### config.mk
export PLATFORM = sky130hd
export DESIGN_NAME = cspr_core_regs
export DESIGN_NICKNAME = d
export VERILOG_FILES = /design/src/cspr_pkg.sv /design/src/cspr_core_regs.sv
export SDC_FILE = /design/constraint.sdc
export NUM_CORES = 1
export LEC_CHECK = 0
export BUFFER_PORTS_ARGS = -buffer_cell sky130_fd_sc_hd__buf_2
export CORE_MARGIN = 2
export CORE_UTILIZATION = 45
export DETAILED_ROUTE_END_ITERATION = 10
export PLACE_DENSITY = 0.64
export SLEW_MARGIN = 5
export SYNTH_ARGS = -nofsm -noshare
export SYNTH_HDL_FRONTEND = slang
export SYNTH_SLANG_ARGS = --single-unit
### constraint.sdc
create_clock -name clk -period 3.5 [get_ports clk]
set_input_delay 0.35 -clock clk [delete_from_list [all_inputs] [get_ports clk]]
set_output_delay 0.35 -clock clk [all_outputs]
set_load 0.005 [all_outputs]
### src/cspr_pkg.sv
// Constants for the processor state and pin register block.
// Assumes one clock, a synchronous active-high reset and sequencer-driven control ports.
// Summary of operation
// - Data registers take any value; no illegal-value detection on them.
// - Primary and alternate A, F, B, C, D, E, H, L, eight bits each.
// - SP, IX, IY kept as high/low bytes, plus vector page and refresh.
// - Four bank bits: AF select, general bank, DE/HL swap per bank.
// - Two interrupt enable flags and one interrupt mode bit held.
// - Low-byte carry latched for the high byte of 16-bit arithmetic.
// - Temporary bytes: opcode, PC, address, input data, write data, ALU.
// - Synchronisers and pin flops load every cycle with no enable.
// - Clear input passes three flops to form the internal clear.
// - Interrupt input uses two flops, non-maskable interrupt four.
// - Wait input sampled by one flop every cycle to stretch cycles.
// - Delayed second-state flop adds one wait in interrupt acknowledge.
// - Read, write, I/O, grant, data enable strobes use two flops each.
// - Status pins each driven by a dedicated flop.
// - One flop drives both address and control drive enables.
// - Only two sequencers need illegal-value detection and recovery.
// - SP, IX, IY, vector page, refresh reset on reset only; A..L on internal clear only.
// - Fault pin stays asserted while a guarded sequencer is illegal.
package cspr_pkg;
	localparam int DATA_W    = 8;
	localparam int GP_NUM    = 16;
	localparam int SYS_NUM   = 8;
	localparam int TMP_NUM   = 14;
	localparam int SEL_W     = 4;
	localparam int STRB_NUM  = 5;
	localparam int STAT_NUM  = 8;
	localparam int BREQ_SYNC = 2;
	localparam int CLR_SYNC  = 3;
	localparam int INT_SYNC  = 2;
	localparam int NMI_SYNC  = 4;
	localparam logic [7:0] BYTE_RST = 8'h00;
	// Register file select codes
	localparam logic [3:0] RF_A   = 4'h0;
	localparam logic [3:0] RF_F   = 4'h1;
	localparam logic [3:0] RF_B   = 4'h2;
	localparam logic [3:0] RF_C   = 4'h3;
	localparam logic [3:0] RF_D   = 4'h4;
	localparam logic [3:0] RF_E   = 4'h5;
	localparam logic [3:0] RF_H   = 4'h6;
	localparam logic [3:0] RF_L   = 4'h7;
	localparam logic [3:0] RF_SPH = 4'h8;
	localparam logic [3:0] RF_R   = 4'hf;
	// Bit that moves D/E onto H/L when a bank's swap bit is set
	localparam logic [3:0] RF_SWAP_BIT = 4'h2;
	localparam logic [3:0] RF_ALT_BIT  = 4'h8;
	// Temporary register indices
	localparam int TMP_OPC  = 0;
	localparam int TMP_PCH  = 1;
	localparam int TMP_PCL  = 2;
	localparam int TMP_TOUT = 3;
	localparam int TMP_DOUT = 4;
	localparam int TMP_ADDH = 5;
	localparam int TMP_ADDL = 6;
	localparam int TMP_DATH = 7;
	localparam int TMP_DATL = 8;
	localparam int TMP_AINH = 9;
	localparam int TMP_AINL = 10;
	localparam int TMP_AOUT = 11;
	localparam int TMP_MOUT = 12;
	localparam int TMP_NORM = 13;
	// Strobe and status pin slots
	localparam int STB_RD = 0;
	localparam int STB_WR = 1;
	localparam int STB_IO = 2;
	localparam int STB_BA = 3;
	localparam int STB_DO = 4;
	localparam int ST_FLT = 0;
	localparam int ST_HLT = 1;
	localparam int ST_ACK = 2;
	localparam int ST_M1  = 3;
	localparam int ST_MRQ = 4;
	localparam int ST_SLP = 5;
	localparam int ST_STS = 6;
	localparam int ST_TRP = 7;
endpackage

### src/cspr_core_regs.sv
// Processor state registers, input synchronisers and registered pin drivers.
// Assumes the sequencers drive the request ports on the same clock.
`timescale 1ns/1ps
module cspr_core_regs import cspr_pkg::*; (
	input  wire logic                        clk,
	input  wire logic                        rst,
	input  wire logic                        clear_in_n,
	input  wire logic                        bus_request_in_n,
	input  wire logic                        maskable_irq_in_n,
	input  wire logic                        nonmaskable_irq_in_n,
	input  wire logic                        wait_in_n,
	input  wire logic                        rf_we,
	input  wire logic [SEL_W-1:0]            rf_wsel,
	input  wire logic [DATA_W-1:0]           rf_wdata,
	input  wire logic [SEL_W-1:0]            rf_rsel,
	input  wire logic                        swap_af,
	input  wire logic                        swap_bank,
	input  wire logic                        swap_dehl,
	input  wire logic                        ie_we,
	input  wire logic                        ie_one_wdata,
	input  wire logic                        ie_two_wdata,
	input  wire logic                        mode_we,
	input  wire logic                        mode_wdata,
	input  wire logic                        carry_we,
	input  wire logic                        carry_wdata,
	input  wire logic                        tmp_we,
	input  wire logic [SEL_W-1:0]            tmp_sel,
	input  wire logic [DATA_W-1:0]           tmp_wdata,
	input  wire logic                        in_second_state,
	input  wire logic                        irq_ack_cycle,
	input  wire logic [STRB_NUM-1:0]         strobe_req,
	input  wire logic [STAT_NUM-1:0]         status_req,
	input  wire logic                        seq_illegal,
	input  wire logic                        bus_released,
	output logic [DATA_W-1:0]                rf_rdata,
	output logic [TMP_NUM*DATA_W-1:0]        tmp_bus,
	output logic                             accum_flags_bank_select,
	output logic                             general_bank_select,
	output logic                             primary_dehl_swap,
	output logic                             alternate_dehl_swap,
	output logic                             interrupt_enable_flag_one,
	output logic                             interrupt_enable_flag_two,
	output logic                             interrupt_mode_bit,
	output logic                             low_byte_carry,
	output logic                             internal_clear_n,
	output logic                             bus_request_sync_n,
	output logic                             irq_sync_n,
	output logic                             nmi_sync_n,
	output logic                             wait_sampled_n,
	output logic                             second_state_delayed,
	output logic                             ack_wait_insert,
	output logic                             read_strobe_n,
	output logic                             write_strobe_n,
	output logic                             io_request_out_n,
	output logic                             bus_grant_out_n,
	output logic                             data_drive_enable_n,
	output logic                             illegal_state_out_n,
	output logic                             halted_out_n,
	output logic                             irq_acknowledge_out_n,
	output logic                             opcode_fetch_out_n,
	output logic                             memory_request_out_n,
	output logic                             sleeping_out_n,
	output logic                             status_out_n,
	output logic                             illegal_opcode_out_n,
	output logic                             address_drive_enable_n,
	output logic                             control_drive_enable_n
);

	// ************************************************************
	// Input synchronisers
	// ************************************************************
	// Synchronised pins idle high; all chains load every cycle
	logic [BREQ_SYNC-1:0] breq_sync_r;
	logic [CLR_SYNC-1:0]  clr_sync_r;
	logic [INT_SYNC-1:0]  int_sync_r;
	logic [NMI_SYNC-1:0]  nmi_sync_r;
	logic                 cpu_wait_r;

	always_ff @(posedge clk) begin
		if (rst) begin
			breq_sync_r <= '1;
			clr_sync_r  <= '1;
			int_sync_r  <= '1;
			nmi_sync_r  <= '1;
			cpu_wait_r  <= 1'b1;
		end else begin
			breq_sync_r <= {breq_sync_r[BREQ_SYNC-2:0], bus_request_in_n};
			clr_sync_r  <= {clr_sync_r[CLR_SYNC-2:0], clear_in_n};
			int_sync_r  <= {int_sync_r[INT_SYNC-2:0], maskable_irq_in_n};
			nmi_sync_r  <= {nmi_sync_r[NMI_SYNC-2:0], nonmaskable_irq_in_n};
			// Single sampling flop; the wait pin must meet setup itself
			cpu_wait_r  <= wait_in_n;
		end
	end

	wire clr_act = ~clr_sync_r[CLR_SYNC-1];
	assign internal_clear_n   = clr_sync_r[CLR_SYNC-1];
	assign bus_request_sync_n = breq_sync_r[BREQ_SYNC-1];
	assign irq_sync_n         = int_sync_r[INT_SYNC-1];
	assign nmi_sync_n         = nmi_sync_r[NMI_SYNC-1];
	assign wait_sampled_n     = cpu_wait_r;

	// ************************************************************
	// Bank control and processor flags
	// ************************************************************
	logic       af_sel_r;
	logic       bank_sel_r;
	logic [1:0] dehl_r;
	logic       interrupt_enable_flag_one_r;
	logic       interrupt_enable_flag_two_r;
	logic       imode_r;
	logic       lcarry_r;

	wire [1:0] dehl_nxt = dehl_r ^ {bank_sel_r & swap_dehl, ~bank_sel_r & swap_dehl};

	always_ff @(posedge clk) begin
		if (rst || clr_act) begin
			af_sel_r   <= 1'b0;
			bank_sel_r <= 1'b0;
			dehl_r     <= 2'b00;
			interrupt_enable_flag_one_r     <= 1'b0;
			interrupt_enable_flag_two_r     <= 1'b0;
			imode_r    <= 1'b0;
			lcarry_r   <= 1'b0;
		end else begin
			af_sel_r   <= af_sel_r ^ swap_af;
			bank_sel_r <= bank_sel_r ^ swap_bank;
			dehl_r     <= dehl_nxt;
			if (ie_we) begin
				interrupt_enable_flag_one_r <= ie_one_wdata;
				interrupt_enable_flag_two_r <= ie_two_wdata;
			end
			if (mode_we) begin
				imode_r <= mode_wdata;
			end
			if (carry_we) begin
				lcarry_r <= carry_wdata;
			end
		end
	end

	assign accum_flags_bank_select   = af_sel_r;
	assign general_bank_select       = bank_sel_r;
	assign primary_dehl_swap         = dehl_r[0];
	assign alternate_dehl_swap       = dehl_r[1];
	assign interrupt_enable_flag_one = interrupt_enable_flag_one_r;
	assign interrupt_enable_flag_two = interrupt_enable_flag_two_r;
	assign interrupt_mode_bit        = imode_r;
	assign low_byte_carry            = lcarry_r;

	// ************************************************************
	// Register file
	// ************************************************************
	// Entries 0-7 primary A..L, 8-15 alternate; any byte is legal
	logic [DATA_W-1:0] gp_r  [GP_NUM];
	logic [DATA_W-1:0] sys_r [SYS_NUM];
	logic [DATA_W-1:0] rd_r;

	// Bank bits come in as arguments so a swap re-evaluates the mapping at once
	function automatic logic [SEL_W-1:0] map_sel(input logic [SEL_W-1:0] s, input logic af,
			input logic bank, input logic [1:0] dsw);
		logic       is_af;
		logic       alt;
		logic       is_dehl;
		logic [SEL_W-1:0] m;
		is_af   = (s == RF_A) || (s == RF_F);
		alt     = is_af ? af : bank;
		is_dehl = (s >= RF_D) && (s <= RF_L);
		m       = s;
		// Renaming just flips the D/H bit, so no data moves on a swap
		if (is_dehl && dsw[alt]) begin
			m = s ^ RF_SWAP_BIT;
		end
		if (alt) begin
			m = m | RF_ALT_BIT;
		end
		return m;
	endfunction

	wire              w_sys  = rf_wsel[3];
	wire [SEL_W-1:0]  w_phys = map_sel(rf_wsel, af_sel_r, bank_sel_r, dehl_r);
	wire [2:0]        w_sidx = rf_wsel[2:0];
	wire [SEL_W-1:0]  r_phys = map_sel(rf_rsel, af_sel_r, bank_sel_r, dehl_r);
	wire [2:0]        r_sidx = rf_rsel[2:0];
	wire [DATA_W-1:0] rd_nxt = rf_rsel[3] ? sys_r[r_sidx] : gp_r[r_phys];

	genvar gi;
	generate
		for (gi = 0; gi < GP_NUM; gi++) begin : g_gp
			always_ff @(posedge clk) begin
				if (clr_act) begin
					gp_r[gi] <= BYTE_RST;
				end else if (rf_we && !w_sys && w_phys == gi) begin
					gp_r[gi] <= rf_wdata;
				end
			end
		end
		for (gi = 0; gi < SYS_NUM; gi++) begin : g_sys
			always_ff @(posedge clk) begin
				if (rst) begin
					sys_r[gi] <= BYTE_RST;
				end else if (rf_we && w_sys && w_sidx == gi) begin
					sys_r[gi] <= rf_wdata;
				end
			end
		end
	endgenerate

	always_ff @(posedge clk) begin
		if (rst) begin
			rd_r <= BYTE_RST;
		end else begin
			rd_r <= rd_nxt;
		end
	end
	assign rf_rdata = rd_r;

	// ************************************************************
	// Temporary registers
	// ************************************************************
	logic [DATA_W-1:0] tmp_r [TMP_NUM];

	generate
		for (gi = 0; gi < TMP_NUM; gi++) begin : g_tmp
			always_ff @(posedge clk) begin
				if (rst) begin
					tmp_r[gi] <= BYTE_RST;
				end else if (tmp_we && tmp_sel == gi) begin
					tmp_r[gi] <= tmp_wdata;
				end
			end
			assign tmp_bus[gi*DATA_W +: DATA_W] = tmp_r[gi];
		end
	endgenerate

	// ************************************************************
	// Wait generation
	// ************************************************************
	logic t2d_r;
	logic ackw_r;

	always_ff @(posedge clk) begin
		if (rst) begin
			t2d_r  <= 1'b0;
			ackw_r <= 1'b0;
		end else begin
			t2d_r  <= in_second_state;
			ackw_r <= in_second_state & irq_ack_cycle;
		end
	end
	assign second_state_delayed = t2d_r;
	assign ack_wait_insert      = ackw_r;

	// ************************************************************
	// Output pin flops
	// ************************************************************
	// Rising-edge stage follows the sequencer; falling-edge stage
	// shifts each strobe by half a clock to shape the pulse
	logic [STRB_NUM-1:0] strb_alt_r;
	logic [STRB_NUM-1:0] strb_reg_r;
	logic [STAT_NUM-1:0] stat_r;
	logic                drv_r;

	wire [STAT_NUM-1:0] fault_mask = STAT_NUM'(seq_illegal) << ST_FLT;

	always_ff @(posedge clk) begin
		if (rst) begin
			strb_alt_r <= '1;
			stat_r     <= '1;
			drv_r      <= 1'b0;
		end else begin
			strb_alt_r <= ~strobe_req;
			// Fault follows the guarded sequencers and status_req[ST_FLT]; others cannot go illegal
			stat_r     <= ~(status_req | fault_mask);
			drv_r      <= bus_released;
		end
	end

	always_ff @(negedge clk) begin
		if (rst) begin
			strb_reg_r <= '1;
		end else begin
			strb_reg_r <= strb_alt_r;
		end
	end

	assign read_strobe_n          = strb_reg_r[STB_RD];
	assign write_strobe_n         = strb_reg_r[STB_WR];
	assign io_request_out_n       = strb_reg_r[STB_IO];
	assign bus_grant_out_n        = strb_reg_r[STB_BA];
	assign data_drive_enable_n    = strb_reg_r[STB_DO];
	assign illegal_state_out_n    = stat_r[ST_FLT];
	assign halted_out_n           = stat_r[ST_HLT];
	assign irq_acknowledge_out_n  = stat_r[ST_ACK];
	assign opcode_fetch_out_n     = stat_r[ST_M1];
	assign memory_request_out_n   = stat_r[ST_MRQ];
	assign sleeping_out_n         = stat_r[ST_SLP];
	assign status_out_n           = stat_r[ST_STS];
	assign illegal_opcode_out_n   = stat_r[ST_TRP];
	assign address_drive_enable_n = drv_r;
	assign control_drive_enable_n = drv_r;

endmodule

==> reports/results.ini <==
[outcome]
status = complete, no violations

[worst_setup_path]
path_max_fanout = 1
max_stage_delay_ns = 0.31
required_ns = 3.15
crit_cells = 1
cp_num_buf_inv = 1
rrSetupSlack_ns = 1.06
r2r_end = rf_rdata[2]
critPathCaptureType = output port
r2r_start = general_bank_select
ff2ff_path_depth = 6
crit_slowest_cell = dfxtp_1
crit_chain = buf_2
startpoint_type = flop
crit_family = flip-flops
critPathArrivalTime_ns = 2.75
crit_type = flop to output port

[clocking]
cts_sinks = 353
tritoncts = built
path_clk_slew_ns = 0.06
clk_latency_ns = 0.57
cts_resized = 0
cts_made_buffers = 39
root_buffer = clkbuf_16
htree_levels = 2
cts_buffer_depth = 3

[yosys]
yosysWarnings = 0
syn_inst = 1008
ys_ff_latch = 353
synth_seq_area_share_pct = 69.5
netlist_area_sq_um = 14500
synthDistinctLibCells = 44
ys.flop_type = edfxtp_1
synthesis.nets = 1072
synth-edff-count = 304
async_flop_share_pct = 0
avgSynthCellArea_sq_um = 14.4

[sta]
drv_slew = 0
rsz0062_at_grt = no
finalHoldViolCount = 0
worst_pin_slew_ns = 1.22
fin_ws_ns = 0.401
tns_ns = 0
finalClockSkew_ns = 0.0666
setup_viol = 0
relSlewSlack_pct = 17.9

[hold_path]
holdPathEnd = stat_r[4]
worstHoldStart = status_req[4]
hp-class = input pin to flop
worstHoldPathCells = 2

[routing]
postRouteAntennaNets = 0
drc = 0
post_drt_wl_per_cell_microns = 22.0
wirelength_microns = 37300
vias = 9063
viasPerCell = 5.35
drt-initial-drc-count = 714
firstDrtPassIters = 7

[place]
place_area_sq_um = 16100
dpl_worst_slack_ns = 0.719
place.gp.congestion = 0.854
numPortBuffers = 213
place_hpwl_microns = 25100

[global_routing]
grt_overflow = 0
antenna_found_initial = 1
grt_start_max_net_pins = 43
grt_pass1_wl_microns = 55300
grt_pass1_vias = 9073
grt_usage_pct = 22.3

[floorplanning]
die_x_microns = 184
initial_core_util_pct = 45.9
die_y_microns = 184
core.rowCount = 65
core-area_sq_um = 31700
die_area_sq_um = 33800
io_pins = 214

[layout]
fin_area_sq_um = 17500
nFillCells = 2652
multiInputGateArea_sq_um = 4160
fin_nets = 1326
final_cell_mix = edfxtp_1, buf_2, and2_1
regArea_sq_um = 10100
synthToLayoutAreaGrowth_pct = 20.1
drive_above_1_share_pct = 30.4
layout_commonest_cell = edfxtp_1

[power_and_ir_drop]
leakagePower_nw = 6.51
p_per_area_nw_per_um2 = 541
power_w = 0.00945
irDropWorstVdd_mv = 0.434

[run]
max_cap_violations = 0

## cell type report
type	instances	share of cell area, %
sequential	353	57.8
multi-input combinational	599	23.8
timing repair buffer	259	8.30
clock buffer	51	6.02
tap	402	2.88
clock inverter	25	1.04
inverter	5	0.107
antenna	1	0.0143
## Yosys cell counts (3+ instances only)
master / n / area (sq um)
o211ai_1: 7 / 52.6
buf_2: 10 / 50.1
a21o_1: 7 / 52.6
nor2b_1: 3 / 18.8
xnor2_1: 4 / 35.0
mux2i_1: 13 / 130
nor3_1: 10 / 50.1
and2_1: 177 / 1110
buf_4: 5 / 37.5
or2_2: 17 / 106
o21ai_0: 35 / 175
nand3b_1: 3 / 22.5
nand3_1: 3 / 15.0
nand2b_1: 4 / 25.0
edfxtp_1: 304 / 9130
buf_6: 5 / 56.3
mux2_2: 9 / 101
nor2_2: 9 / 56.3
clkbuf_1: 29 / 109
nand4_1: 4 / 25.0
mux4_2: 48 / 1080
nand2_1: 75 / 282
nor2_1: 146 / 548
o31ai_1: 4 / 30.0
inv_1: 5 / 18.8
dfxtp_1: 49 / 981
## logic make-up after synthesis
family / count (synthesis) / synth area share, %
simple gates: 464 / 16.5
xor+xnor: 7 / 0.602
mux: 71 / 9.18
buf+inv: 56 / 1.92
flops: 353 / 69.5
compound gates: 57 / 2.33
## power by group
group          internal [W]  leakage (nW)  switching, W  total (W)
combinational      0.000277          2.58      0.000436   0.000713
sequential          0.00474          3.31     0.0000572    0.00480
clock               0.00231         0.614       0.00163    0.00394
total               0.00733          6.51       0.00212    0.00945
## worst register-to-register path, cell delays in order (launching register included)
cell and delay (ns):
dfxtp_1 0.38, mux2i_4 0.35, nor3_2 0.09, xnor2_2 0.55, buf_4 0.33, mux2_2 0.36, a211o_1 0.29
## per-layer routing
layer	up-vias	GRT usage, %	wire (microns)
met1	4519	28.3	14800
met4	0	7.58	1170
li1	4109	-	-
met3	71	6.06	3070
met5	-	0	0
met2	364	37.0	18200
## timing repair
action	CTS	global route
hold buffers	10	0
endpoints found under the hold margin	10	0
buffers inserted	0	0
## worst max path at each step
stage                             start        endpoint  slack [ns]
final                     strb_reg_r[1]  write_strobe_n        0.40
after global routing      strb_reg_r[1]  write_strobe_n        0.36
after CTS                 strb_reg_r[1]  write_strobe_n        0.40
after detailed placement            rst   strb_reg_r[2]        0.72
after global placement              rst   strb_reg_r[3]        0.75
after floorplan                     rst   strb_reg_r[0]        0.69
## sequential cells by signal (all words and copies together) (netlist names), 2 cells and up
signal / flops
breq_sync_r: 2
clr_sync_r: 3
dehl_r: 2
gp_r: 128
int_sync_r: 2
nmi_sync_r: 4
rf_rdata: 8
stat_r: 8
strb_alt_r: 5
strb_reg_r: 5
sys_r: 64
tmp_r: 112
## stage by stage
stage                     hold slack [ns]  instances  util [%]
after floorplan                     0.389       1008         -
after global placement              0.392       1609      50.9
after detailed placement            0.393       1609      50.9
after CTS                        0.000721       1694      55.1
after global routing              0.00741       1695      55.1
final                              0.0165       1695      55.1
No activity file was read; power rests on OpenSTA's default activity.
